File: src/blh_defs.svh
// Constants for the Boolean holder and its delay flag
`ifndef BLH_DEFS_SVH
`define BLH_DEFS_SVH

`define BLH_DATA_W        32
`define BLH_FLOAT_MAG_MSB 30
`define BLH_HOLD_RST      1'h0
`define BLH_FLAG_RST      1'h0
`define BLH_LATCH_OPEN    1'h0
`define BLH_BOOT_CYCLES   1

`endif

File: src/blh_pkg.sv
// Types shared by the Boolean holder and its delay flag
`include "blh_defs.svh"

package blh_pkg;

	typedef enum logic [4:0] {
		BLH_MODE_HIGH = 5'h01,
		BLH_MODE_LOW  = 5'h02,
		BLH_MODE_RISE = 5'h04,
		BLH_MODE_FALL = 5'h08,
		BLH_MODE_BOTH = 5'h10
	} blh_mode_t;

	typedef enum logic [1:0] {
		BLH_ST_BOOT = 2'h1,
		BLH_ST_RUN  = 2'h2
	} blh_state_t;

	typedef struct packed {
		logic [`BLH_DATA_W-1:0] value;
		logic                   is_float;
	} blh_data_t;

	typedef struct packed {
		blh_mode_t mode;
		logic      init_value;
		logic      retain_en;
		logic      new_download;
		logic      init_from_retained;
	} blh_cfg_t;

	typedef struct packed {
		logic level;
		logic connected;
	} blh_latch_t;

endpackage : blh_pkg

File: src/blh_bool_holder.sv
// One-bit Boolean holder with selectable capture and a delay flag
//
// Function
// Holds one Boolean bit and drives it on the output all the time.
// Startup loads the configured initial value before any capture.
// High mode stores data every cycle the latch control is one.
// Low mode stores data every cycle the latch control is zero.
// An unconnected latch control reads as constant zero.
// Rising mode stores data only on a zero-to-one latch change.
// Falling mode stores data only on a one-to-zero latch change.
// Both mode stores data on any latch change.
// Wide data becomes one if nonzero, zero only if exactly zero.
// With retention on, the stored bit survives power loss and returns.
// Initial source choice applies only with retention, after a download.
// The flag shows its input from one cycle earlier.
// Flag input and output are single bits.
// Users place a flag in every feedback path between blocks.
// Edges compare this cycle's latch with last cycle's registered value.
`timescale 1ns/1ps
`default_nettype none
`include "blh_defs.svh"

module blh_bool_holder
	import blh_pkg::*;
#(
	parameter int DATA_W = `BLH_DATA_W
)(
	input  wire logic       sys_clk,
	input  wire logic       reset_n,
	input  wire blh_cfg_t   cfg_in,
	input  wire blh_data_t  capture_data_in,
	input  wire blh_latch_t latch_in,
	input  wire logic       retained_value_in,
	input  wire logic       flag_in,
	output var  logic       bool_holder_out,
	output var  logic       retain_store_out,
	output var  logic       capture_strobe_out,
	output var  logic       holder_ready_out,
	output var  logic       delayed_bool_out
);

	// The packed carrier fixes the width, so the parameter may not stray
	if (DATA_W != `BLH_DATA_W) begin : g_bad_width
		$error("blh_bool_holder: DATA_W must equal the package width");
	end
	// A float needs its sign bit above the magnitude field
	if (`BLH_FLOAT_MAG_MSB >= DATA_W - 1) begin : g_bad_msb
		$error("blh_bool_holder: float magnitude must leave a sign bit");
	end

	// Nonzero test; a float's sign bit alone still means zero
	function automatic logic to_bool(input blh_data_t d);
		logic r;
		r = 1'h0;
		if (d.is_float) begin
			r = |d.value[`BLH_FLOAT_MAG_MSB:0];
		end else begin
			r = |d.value;
		end
		return r;
	endfunction : to_bool

	function automatic logic take_sample(input blh_mode_t m,
	                                     input logic now,
	                                     input logic prev);
		logic t;
		t = 1'h0;
		unique case (m)
			BLH_MODE_HIGH: t = now;
			BLH_MODE_LOW:  t = !now;
			BLH_MODE_RISE: t = now && !prev;
			BLH_MODE_FALL: t = !now && prev;
			BLH_MODE_BOTH: t = now != prev;
			default:       t = 1'h0;
		endcase
		return t;
	endfunction : take_sample

	blh_state_t state_r;
	blh_state_t state_nxt;
	logic       hold_r;
	logic       hold_nxt;
	logic       latch_prev_r;
	logic       latch_prev_nxt;
	logic       strobe_r;
	logic       strobe_nxt;
	logic       ready_r;
	logic       ready_nxt;
	logic       latch_now;
	logic       data_bool;
	logic       boot_value;
	logic       capture;

	always_comb begin
		// Floating latch input is tied low rather than left to chance
		latch_now = latch_in.connected ? latch_in.level
		                               : `BLH_LATCH_OPEN;
		data_bool = to_bool(capture_data_in);
		// Retained value wins unless a fresh download asks for the
		// project value; without retention the project value is used
		boot_value = cfg_in.init_value;
		if (cfg_in.retain_en) begin
			if (!cfg_in.new_download || cfg_in.init_from_retained) begin
				boot_value = retained_value_in;
			end
		end
		capture = take_sample(cfg_in.mode, latch_now,
		                      latch_prev_r);
	end

	always_comb begin
		state_nxt      = state_r;
		hold_nxt       = hold_r;
		latch_prev_nxt = latch_now;
		strobe_nxt     = 1'h0;
		ready_nxt      = ready_r;
		unique case (state_r)
			BLH_ST_BOOT: begin
				// Config is sampled after release, never under reset
				hold_nxt  = boot_value;
				ready_nxt = 1'h1;
				state_nxt = BLH_ST_RUN;
			end
			BLH_ST_RUN: begin
				if (capture) begin
					hold_nxt   = data_bool;
					strobe_nxt = 1'h1;
				end
			end
			default: begin
				state_nxt = BLH_ST_BOOT;
				ready_nxt = 1'h0;
			end
		endcase
	end

	always_ff @(posedge sys_clk or negedge reset_n) begin
		if (!reset_n) begin
			state_r      <= BLH_ST_BOOT;
			hold_r       <= `BLH_HOLD_RST;
			latch_prev_r <= `BLH_LATCH_OPEN;
			strobe_r     <= 1'h0;
			ready_r      <= 1'h0;
		end else begin
			state_r      <= state_nxt;
			hold_r       <= hold_nxt;
			latch_prev_r <= latch_prev_nxt;
			strobe_r     <= strobe_nxt;
			ready_r      <= ready_nxt;
		end
	end

	// Output copies live in their own flops so each port is registered
	logic out_nxt;
	logic store_nxt;

	always_comb begin
		out_nxt   = hold_nxt;
		store_nxt = cfg_in.retain_en ? hold_nxt
		                             : retain_store_out;
	end

	always_ff @(posedge sys_clk or negedge reset_n) begin
		if (!reset_n) begin
			bool_holder_out  <= `BLH_HOLD_RST;
			retain_store_out <= `BLH_HOLD_RST;
		end else begin
			bool_holder_out  <= out_nxt;
			retain_store_out <= store_nxt;
		end
	end

	always_comb begin
		capture_strobe_out = strobe_r;
		holder_ready_out   = ready_r;
	end

	// Feedback paths go through this flag so no loop closes combinationally
	blh_flag u_flag (
		.sys_clk          (sys_clk),
		.reset_n          (reset_n),
		.flag_in          (flag_in),
		.delayed_bool_out (delayed_bool_out)
	);

endmodule : blh_bool_holder
`default_nettype wire

File: src/blh_flag.sv
// One-cycle delay flag for breaking feedback loops
`timescale 1ns/1ps
`default_nettype none
`include "blh_defs.svh"

module blh_flag
	import blh_pkg::*;
(
	input  wire logic sys_clk,
	input  wire logic reset_n,
	input  wire logic flag_in,
	output var  logic delayed_bool_out
);

	logic flag_nxt;

	always_comb begin
		flag_nxt = flag_in;
	end

	always_ff @(posedge sys_clk or negedge reset_n) begin
		if (!reset_n) begin
			delayed_bool_out <= `BLH_FLAG_RST;
		end else begin
			delayed_bool_out <= flag_nxt;
		end
	end

endmodule : blh_flag
`default_nettype wire

File: config.mk
export PLATFORM = sky130hd
export DESIGN_NAME = blh_bool_holder
export DESIGN_NICKNAME = d
export VERILOG_FILES = /design/src/blh_pkg.sv /design/src/blh_bool_holder.sv /design/src/blh_flag.sv
export VERILOG_INCLUDE_DIRS = /design/src /design/src/src
export SDC_FILE = /design/constraint.sdc
export NUM_CORES = 1
export LEC_CHECK = 0
export ABC_AREA = 0
export BUFFER_PORTS_ARGS = -buffer_cell sky130_fd_sc_hd__buf_4
export CAP_MARGIN = 5
export CORE_MARGIN = 1.5
export CORE_UTILIZATION = 37
export DETAILED_ROUTE_END_ITERATION = 8
export PLACE_DENSITY = 0.83
export SLEW_MARGIN = 25
export SYNTH_ARGS = -nofsm -noshare
export SYNTH_HDL_FRONTEND = slang
export SYNTH_SLANG_ARGS = --single-unit
File: constraint.sdc
create_clock -name sys_clk -period 3.56 [get_ports sys_clk]
set_input_delay 0.356 -clock sys_clk [delete_from_list [all_inputs] [get_ports sys_clk]]
set_output_delay 0.356 -clock sys_clk [all_outputs]
set_load 0.01 [all_outputs]
==> impl_metrics.env, run 1 <==
export IMPL_synthDominantCellAreaShare_pct=28.2
export IMPL_drtIter0Drc=1
export IMPL_fin_hold_ws_ps=215
export IMPL_place_gp_congestion=0.860
export IMPL_critPathSlowestCell="dfrtp_1"
export IMPL_timing_fmax_mhz=578
export IMPL_crit_chain="inv_1 > ha_1 > o21a_1 > o2bb2ai_1 > a31oi_1 > a2111oi_4 > o31ai_2"
export IMPL_root_buffer="clkbuf_4"
export IMPL_min_to="u_flag.delayed_bool_out"
export IMPL_rr_startpoint="latch_prev_r"
export IMPL_core_um2=1320
export IMPL_grt_usage_pct=21.2
export IMPL_post_cts_resized=0
export IMPL_antenna_found_initial=0
export IMPL_synthesis_nets=105
export IMPL_start_util_pct=40.4
export IMPL_place_area_um2=941
export IMPL_startpoint_type="flip-flop"
export IMPL_diodes=0
export IMPL_clockBufferDepth=2
export IMPL_die_y_um=40.9
export IMPL_post_route_cell_area_um2=977
export IMPL_seq_area_um2=176
export IMPL_synth_common_cells="6 x dfrtp_1, 6 x inv_1, 4 x ha_1, 4 x nand2_1, 4 x nor4_2"
export IMPL_synth_seq_cells=7
export IMPL_cp_top_family="compound AO/OA/AOI/OAI gates"
export IMPL_p_leak_nw=0.495
export IMPL_synth_seq_area_share_pct=33.2
export IMPL_power_per_cell_area_nw_per_um2=259
export IMPL_p_sw_uw=65.2
export IMPL_port_buffers=52
export IMPL_syn_area_per_cell_um2=10.0
export IMPL_status="finished clean"
export IMPL_placed_cells=120
export IMPL_via_per_inst=4.99
export IMPL_layout_setup_ws_ps=1830
export IMPL_yosys_top_cells_area="dfrtp_1 28%, ha_1 9.4%, nor4_2 9.4%"
export IMPL_setup_violations=0
export IMPL_postSynthCellCount=53
export IMPL_synthToLayoutAreaGrowth_pct=83.8
export IMPL_ios=53
export IMPL_maxSlewViolCount=0
export IMPL_final_net_count=163
export IMPL_instances_no_fill=125
export IMPL_tns_ps=0
export IMPL_finalHoldViolCount=0
export IMPL_nFillCells=96
export IMPL_crit_buf_inv=1
export IMPL_intPower_uw=187
export IMPL_die_x_um=40.9
export IMPL_share_comb_of_total_power_pct=35.5
export IMPL_period_share_pct=48.6
export IMPL_routed_wl_mm=1.64
export IMPL_first_pass_iters=2
export IMPL_syn_area_um2=532
export IMPL_postLayoutCoreUtil_pct=74.2
export IMPL_worstMarginPinSlew_ps=294
export IMPL_core_rowCount=13
export IMPL_synth_ff_type="dfrtp_1"
export IMPL_synth_edf_count=0
export IMPL_netlist_top_cell_by_area="dfrtp_1"
export IMPL_numCtsBuffers=3
export IMPL_slowest_delay_ps=360
export IMPL_clock_latency_ps=250
export IMPL_grt_pass1_vias=613
export IMPL_critPathArrivalTime_ps=1860
export IMPL_rsz0062_at_grt="no"
export IMPL_power_share_clock_pct=27.7
export IMPL_drc=0
export IMPL_r2r_cells=7
export IMPL_required_ps=3690
export IMPL_path_class="flip-flop to flip-flop"
export IMPL_total_power_uw=253
export IMPL_drive_gt1_share_pct=58.2
export IMPL_ff2ff_setup_slack_ps=1830
export IMPL_clock_skew_ps=3.15
export IMPL_cts_tree="built"
export IMPL_hold_path_depth=1
export IMPL_hold_path_class="input port to flip-flop"
export IMPL_place_ws_ps=1590
export IMPL_slew_headroom_pct=80.4
export IMPL_grt_max_degree=8
export IMPL_vias=624
export IMPL_routedWlPerCell_um=13.2
export IMPL_post_dp_hpwl_mm=1.42
export IMPL_pwr_share_seq_pct=36.8
export IMPL_min_from="flag_in"
export IMPL_r2r_end="retain_store_out"
export IMPL_switching_share_pct=25.8
export IMPL_synth_distinct_cells=27
export IMPL_multiInputGateArea_um2=333
export IMPL_cts_sinks=7
export IMPL_cap_violations=0
export IMPL_die_area_um2=1670
export IMPL_grt_overflow_total=0
export IMPL_htreeDepth=1
export IMPL_grt_first_pass_wirelength_mm=2.29
export IMPL_ir_drop_uv=198
export IMPL_path_clk_slew_ps=50
export IMPL_postCtsSetupBuffers=0
export IMPL_async_flop_share_pct=100
export IMPL_endpoint_kind="flip-flop"
export IMPL_synth_warnings=0
export IMPL_period_minus_slack_ps=1730
export IMPL_final_antenna_net_count=0
export IMPL_path_max_fanout=2
## sequential cells by signal (all words and copies together) (netlist names)
name,cells
state_r,2
retain_store_out,1
latch_prev_r,1
u_flag.delayed_bool_out,1
bool_holder_out,1
capture_strobe_out,1
## layout by cell type, fill, tap and decap left out
| cell | netlist | layout |
|---|---|---|
| or3_4 | 1 | 1 |
| a41o_1 | 1 | 1 |
| nor2b_1 | 2 | 2 |
| or3_1 | 1 | 1 |
| clkbuf_1 | 0 | 1 |
| nand2b_1 | 1 | 1 |
| inv_1 | 6 | 6 |
| nor3_1 | 2 | 2 |
| a2111oi_4 | 1 | 1 |
| mux2i_1 | 2 | 2 |
| nor4_1 | 3 | 3 |
| dfrtp_1 | 6 | 6 |
| and4_1 | 1 | 1 |
| mux2_2 | 1 | 1 |
| o21ai_1 | 1 | 1 |
| a21oi_1 | 2 | 2 |
| o22ai_1 | 1 | 1 |
| o2bb2ai_1 | 1 | 1 |
| nand4_1 | 1 | 1 |
| o31ai_2 | 1 | 1 |
| nor4_2 | 4 | 4 |
| a31oi_1 | 1 | 1 |
| clkbuf_4 | 0 | 3 |
| o21a_1 | 1 | 1 |
| buf_4 | 0 | 52 |
| nand2_1 | 4 | 4 |
| ha_1 | 4 | 4 |
| dlygate4sd3_1 | 0 | 1 |
| dfstp_2 | 1 | 1 |
| nand3_1 | 1 | 1 |
| nor2_1 | 2 | 2 |
## worst max path at each step
stage          slack [ps]          endpoint          from  depth (start not counted)
5_1_grt              1700  retain_store_out  latch_prev_r                          7
3_5_place_dp         1590  retain_store_out   latch_in[0]                          9
3_3_place_gp         1660  retain_store_out   latch_in[0]                          9
2_1_floorplan        1820  retain_store_out   latch_in[0]                          8
6_report             1830  retain_store_out  latch_prev_r                          7
4_1_cts              1840  retain_store_out  latch_prev_r                          7
## cell type report
cell class	count	area share (%)
repair buffers	53	41.0
inverters	6	2.30
clock buffers	4	2.69
flip-flops and latches	7	18.1
multi-input cells	40	34.1
well taps	15	1.92
## power groups by stage
stage / clock network (mW) / logic, mW / registers [mW]
after floorplan: 0 / 0.0269 / 0.0960
after global placement: 0 / 0.0866 / 0.0935
after detailed placement: 0 / 0.0887 / 0.0939
after CTS: 0.0743 / 0.0897 / 0.0927
after global routing: 0.0797 / 0.0983 / 0.0933
final: 0.0700 / 0.0896 / 0.0930
## repair_timing
action,4_1_cts,5_1_grt
setup endpoints to repair,0,0
endpoints found under the hold margin,6,0
hold buffers,1,0
## worst reg2reg max path: stages (launching register included)
cell,delay [ps]
dfrtp_1,360
inv_1,50
ha_1,300
o21a_1,170
o2bb2ai_1,160
a31oi_1,140
a2111oi_4,330
o31ai_2,100
## cell families (layout without fill, tap and decap cells)
kind of cell               Yosys count  after routing  synth area share, %
AOI/OAI and AO/OA                   10             10                 17.6
adders and majority gates            4              4                 9.41
buffers and inverters                6             63                 4.23
DFF                                  7              7                 33.2
muxes                                3              3                 5.88
and+or+nand+nor                     23             23                 29.6
## routing by layer
layer | global-route usage, % | up-vias | part of all wire (%)
met2 | 36.7 | 26 | 53
met3 | 7.07 | 0 | 9.4
li1 | - | 313 | -
met1 | 23.6 | 285 | 38
met5 | 0 | - | 0
met4 | 8.33 | 0 | 0
(Power assumes the default switching activity.)
==> inputs of run 2 (changes only) <==
--- a/config.mk
+++ b/config.mk
@@ -10,9 +10,9 @@
 export BUFFER_PORTS_ARGS = -buffer_cell sky130_fd_sc_hd__buf_4
 export CAP_MARGIN = 5
 export CORE_MARGIN = 1.5
-export CORE_UTILIZATION = 37
+export CORE_UTILIZATION = 34
 export DETAILED_ROUTE_END_ITERATION = 8
-export PLACE_DENSITY = 0.83
+export PLACE_DENSITY = 0.77
 export SLEW_MARGIN = 25
 export SYNTH_ARGS = -nofsm -noshare
 export SYNTH_HDL_FRONTEND = slang
==> constraint.sdc (replaced) <==
create_clock -name sys_clk -period 1.7 [get_ports sys_clk]
set_input_delay 0.17 -clock sys_clk [delete_from_list [all_inputs] [get_ports sys_clk]]
set_output_delay 0.17 -clock sys_clk [all_outputs]
set_load 0.01 [all_outputs]
==> run 2 against run 1 <==
Effect of this change: cell area up 3.1%; setup slack worse by 1800 ps; via count up 1.1%; combinational power up 120%; die area up 8.2%; clock-buffer cell count unchanged; sequential cell count unchanged; non-clock buffer count up 1; total power up 110%; register-to-register slack worse by 1800 ps; critical path type unchanged; largest cell class unchanged.
==> impl_metrics.env, run 2 (synthesized netlist as in run 1, its figures left out) <==
export IMPL_required_ps=1860
export IMPL_pwr_share_seq_pct=35.8
export IMPL_grt_first_pass_wirelength_mm=2.69
export IMPL_start_util_pct=35.7
export IMPL_largest_reg_flops=2
export IMPL_drtIter0Drc=3
export IMPL_final_common_cell="buf_4"
export IMPL_routedWlPerCell_um=12.4
export IMPL_root_buffer="clkbuf_4"
export IMPL_die_y_um=42.5
export IMPL_power_per_cell_area_nw_per_um2=538
export IMPL_die_x_um=42.5
export IMPL_rsz0062_at_grt="yes"
export IMPL_postLayoutCoreUtil_pct=67.6
export IMPL_power_share_clock_pct=28.1
export IMPL_timing_fmax_mhz=610
export IMPL_first_pass_iters=4
export IMPL_ir_drop_uv=390
export IMPL_switching_share_pct=27.0
export IMPL_core_rowCount=14
export IMPL_hold_path_class="input port to flip-flop"
export IMPL_via_per_inst=4.97
export IMPL_post_route_cell_area_um2=1010
export IMPL_setup_violations=0
export IMPL_p_leak_nw=0.503
export IMPL_path_class="flip-flop to flip-flop"
export IMPL_clock_latency_ps=260
export IMPL_grt_pass1_vias=652
export IMPL_place_gp_congestion=0.792
export IMPL_path_max_fanout=2
export IMPL_period_share_pct=96.5
export IMPL_nFillCells=123
export IMPL_grt_max_degree=8
export IMPL_synthToLayoutAreaGrowth_pct=89.4
export IMPL_drc=0
export IMPL_total_power_uw=542
export IMPL_routed_wl_mm=1.57
export IMPL_cap_violations=0
export IMPL_tns_ps=0
export IMPL_largest_register="state_r"
export IMPL_antenna_found_initial=0
export IMPL_clockBufferDepth=2
export IMPL_path_clk_slew_ps=50
export IMPL_startpoint_type="flip-flop"
export IMPL_cts_tree="built"
export IMPL_ios=53
export IMPL_diodes=0
export IMPL_final_net_count=164
export IMPL_place_area_um2=950
export IMPL_vias=631
export IMPL_grt_usage_pct=19.4
export IMPL_finalHoldViolCount=0
export IMPL_final_antenna_net_count=0
export IMPL_postCtsSetupBuffers=0
export IMPL_seq_area_um2=176
export IMPL_die_area_um2=1810
export IMPL_slew_headroom_pct=78.9
export IMPL_maxSlewViolCount=0
export IMPL_cts_sinks=7
export IMPL_post_dp_hpwl_mm=1.33
export IMPL_critPathArrivalTime_ps=1800
export IMPL_grt_overflow_total=0
export IMPL_port_buffers=52
export IMPL_clock_skew_ps=5.87
export IMPL_drive_gt1_share_pct=62.2
export IMPL_endpoint_kind="flip-flop"
export IMPL_status="finished clean"
export IMPL_period_minus_slack_ps=1640
export IMPL_multiInputGateArea_um2=354
export IMPL_core_um2=1490
export IMPL_worstMarginPinSlew_ps=316
export IMPL_htreeDepth=1
export IMPL_p_sw_uw=146
export IMPL_intPower_uw=396
export IMPL_numCtsBuffers=3
export IMPL_share_comb_of_total_power_pct=36.1
export IMPL_final_cell_mix="53 x buf_4, 6 x dfrtp_1, 5 x inv_1"
run 2: critical path, stage by stage, from the launching register on:
cell and delay [ps]:
dfrtp_1 400, inv_2 70, ha_4 190, o21a_1 170, o2bb2ai_2 140, and4_4 250, a2111oi_4 80, o31ai_2 250
run 2: final cells by class:
type / instances / share of cell area (%)
Inverter: 6 / 2.24
Clock buffer: 4 / 2.61
Multi-Input combinational cell: 40 / 35.2
Sequential cell: 7 / 17.5
Timing Repair Buffer: 54 / 40.5
Tap cell: 16 / 1.99
run 2: what timing repair did:
item                                   CTS  global route
resized for setup                        2             2
endpoints found under the hold margin    7             0
pin swaps                                2             3
setup endpoints to repair                2             2
gates cloned                             0             0
hold buffers                             1             0
run 2: through the flow:
| stage | hold slack [ps] | instances | worst slack [ps] |
|---|---|---|---|
| floorplan | -126 | 53 | 97.7 |
| global placement | -15.0 | 122 | -2.92 |
| detailed placement | -14.1 | 122 | -38.2 |
| CTS | 22.6 | 127 | 26.4 |
| global route | 16.4 | 127 | -10.0 |
| finish | 25.8 | 127 | 59.4 |
run 2: power groups by stage:
stage	clock (mW)	combinational, mW	sequential (mW)
final	0.152	0.195	0.194
after global routing	0.162	0.214	0.196
after CTS	0.152	0.194	0.194
after detailed placement	0	0.191	0.196
after global placement	0	0.185	0.196
after floorplan	0	0.0564	0.201
run 2: path summary, 6_finish.rpt:
kind | startpoint | end | slack [ps] | depth (start not counted)
worst max-delay path | latch_prev_r | retain_store_out | 60 | 7
worst min-delay path | flag_in | u_flag.delayed_bool_out | 30 | 1
worst max register to register | latch_prev_r | retain_store_out | 60 | 7
worst min register to register | state_r[0] | state_r[0] | 510 | 2
max in group asynchronous | reset_n | state_r[0] | 1240 | 2
min in group asynchronous | reset_n | bool_holder_out | 250 | 2
run 2: routing by layer:
metal	vias up	global-route usage, %	wire [um]
met5	-	0	0
met4	0	1.88	0
met3	0	8.19	207
met2	42	37.2	831
met1	273	19.8	536
li1	316	-	-
==> inputs of run 3 (changes only) <==
--- a/config.mk
+++ b/config.mk
@@ -9,10 +9,12 @@
 export ABC_AREA = 0
 export BUFFER_PORTS_ARGS = -buffer_cell sky130_fd_sc_hd__buf_4
 export CAP_MARGIN = 5
+export CELL_PAD_IN_SITES_DETAIL_PLACEMENT = 1
+export CELL_PAD_IN_SITES_GLOBAL_PLACEMENT = 1
 export CORE_MARGIN = 1.5
-export CORE_UTILIZATION = 34
+export CORE_UTILIZATION = 23
 export DETAILED_ROUTE_END_ITERATION = 8
-export PLACE_DENSITY = 0.77
+export PLACE_DENSITY_LB_ADDON = 0.1
 export SLEW_MARGIN = 25
 export SYNTH_ARGS = -nofsm -noshare
 export SYNTH_HDL_FRONTEND = slang
==> run 3 against run 2 <==
Effect of this change: combinational power is essentially flat; sequential share of layout area shrank 0.36 points; critical path type unchanged; total power shrank 1.8%; critical endpoint unchanged; clock skew is essentially flat; hold slack gained 6.0 ps; largest cell class unchanged; cell count grew 11%; register-to-register slack gained 50 ps; utilization shrank 21 points; largest power group is now registers.
==> impl_metrics.env, run 3 (synthesized netlist as in run 1, its figures left out) <==
export IMPL_post_dp_hpwl_mm=1.48
export IMPL_fin_hold_ws_ps=31.8
export IMPL_critPathArrivalTime_ps=1750
export IMPL_clockBufferDepth=2
export IMPL_drc=0
export IMPL_routed_wl_mm=1.68
export IMPL_antenna_found_initial=0
export IMPL_path_clk_slew_ps=50
export IMPL_htreeDepth=1
export IMPL_largest_reg_flops=2
export IMPL_vias=652
export IMPL_cts_tree="built"
export IMPL_ios=53
export IMPL_grt_overflow_total=0
export IMPL_setup_violations=0
export IMPL_ir_drop_uv=460
export IMPL_clock_latency_ps=250
export IMPL_period_minus_slack_ps=1590
export IMPL_path_class="flip-flop to flip-flop"
export IMPL_port_buffers=52
export IMPL_via_per_inst=4.62
export IMPL_startpoint_type="flip-flop"
export IMPL_grt_usage_pct=13.0
export IMPL_root_buffer="clkbuf_4"
export IMPL_core_um2=2190
export IMPL_first_pass_iters=1
export IMPL_core_rowCount=17
export IMPL_diodes=0
export IMPL_die_area_um2=2610
export IMPL_required_ps=1860
export IMPL_clock_skew_ps=5.58
export IMPL_routedWlPerCell_um=11.9
export IMPL_die_x_um=51.1
export IMPL_grt_max_degree=8
export IMPL_total_power_uw=532
export IMPL_final_common_cell="buf_4"
export IMPL_start_util_pct=24.3
export IMPL_period_share_pct=93.6
export IMPL_final_net_count=166
export IMPL_drive_gt1_share_pct=61.9
export IMPL_power_per_cell_area_nw_per_um2=517
export IMPL_place_ws_ps=-38.5
export IMPL_worstMarginPinSlew_ps=298
export IMPL_finalHoldViolCount=0
export IMPL_cap_violations=0
export IMPL_timing_fmax_mhz=628
export IMPL_endpoint_kind="flip-flop"
export IMPL_synthToLayoutAreaGrowth_pct=93.4
export IMPL_status="finished clean"
export IMPL_grt_first_pass_wirelength_mm=2.59
export IMPL_p_leak_nw=0.514
export IMPL_path_max_fanout=2
export IMPL_postLayoutCoreUtil_pct=46.9
export IMPL_maxSlewViolCount=0
export IMPL_die_y_um=51.1
export IMPL_cts_sinks=7
export IMPL_numCtsBuffers=3
export IMPL_slew_headroom_pct=80.2
export IMPL_place_gp_congestion=0.688
export IMPL_hold_path_class="input port to flip-flop"
export IMPL_drtIter0Drc=0
export IMPL_nFillCells=283
export IMPL_layout_setup_ws_ps=109
export IMPL_final_cell_mix="55 x buf_4, 6 x inv_1, 6 x dfrtp_1"
export IMPL_largest_register="state_r"
export IMPL_grt_pass1_vias=662
export IMPL_final_antenna_net_count=0
-- run 3: report_power, final --
part	total (mW)	internal (mW)	switching [mW]
combinational	0.193	0.123	0.0703
sequential	0.193	0.183	0.0102
clock	0.145	0.0892	0.0560
-- run 3: final timing paths --
check                      cells after the start  slack, ps                 endpoint    startpoint
hold reg to reg                                2        510               state_r[0]    state_r[0]
min in group asynchronous                      2        270       capture_strobe_out       reset_n
setup reg to reg                               7        110         retain_store_out  latch_prev_r
max in group asynchronous                      2       1220               state_r[0]       reset_n
setup / recovery                               7        110         retain_store_out  latch_prev_r
hold / removal                                 1         30  u_flag.delayed_bool_out       flag_in
-- run 3: cell type report --
cell class	instances	area, um2	share of cell area, %
Timing Repair Buffer	56	423	41.1
Multi-Input combinational cell	40	345	33.6
Sequential cell	7	176	17.2
Tap cell	28	35.0	3.41
Clock buffer	4	26.3	2.55
Inverter	6	22.5	2.19
-- run 3: what timing repair did --
item                       4_1_cts  5_1_grt
hold buffers                     1        0
buffers inserted                 0        1
setup endpoints to repair        2        2
hold endpoints to repair         7        0
gates resized for setup          2        1
pin swaps                        1        2
-- run 3: routing by layer --
metal  track usage (%)  vias up  share of wire (%)  wire, um
li1                  -      319                  -         -
met1              13.5      290                 34       573
met2              23.2       43                 48       803
met3              7.60        0                 18       307
met4              1.35        0                  0         0
met5                 0        -                  0         0
-- run 3: per-stage QoR --
| stage | TNS (ps) | cells | instance area (um2) |
|---|---|---|---|
| floorplan | 0 | 53 | 532 |
| global placement | -10.6 | 135 | 972 |
| detailed placement | -47.8 | 135 | 972 |
| CTS | 0 | 140 | 1020 |
| global route | -0.580 | 141 | 1030 |
| finish | 0 | 141 | 1030 |
-- run 3: worst max-delay path: stages (launching register included) --
cell	delay (ps)
dfrtp_1	350
inv_1	50
ha_1	280
o21a_1	180
o2bb2ai_2	130
and4_4	260
a2111oi_4	70
o31ai_2	190
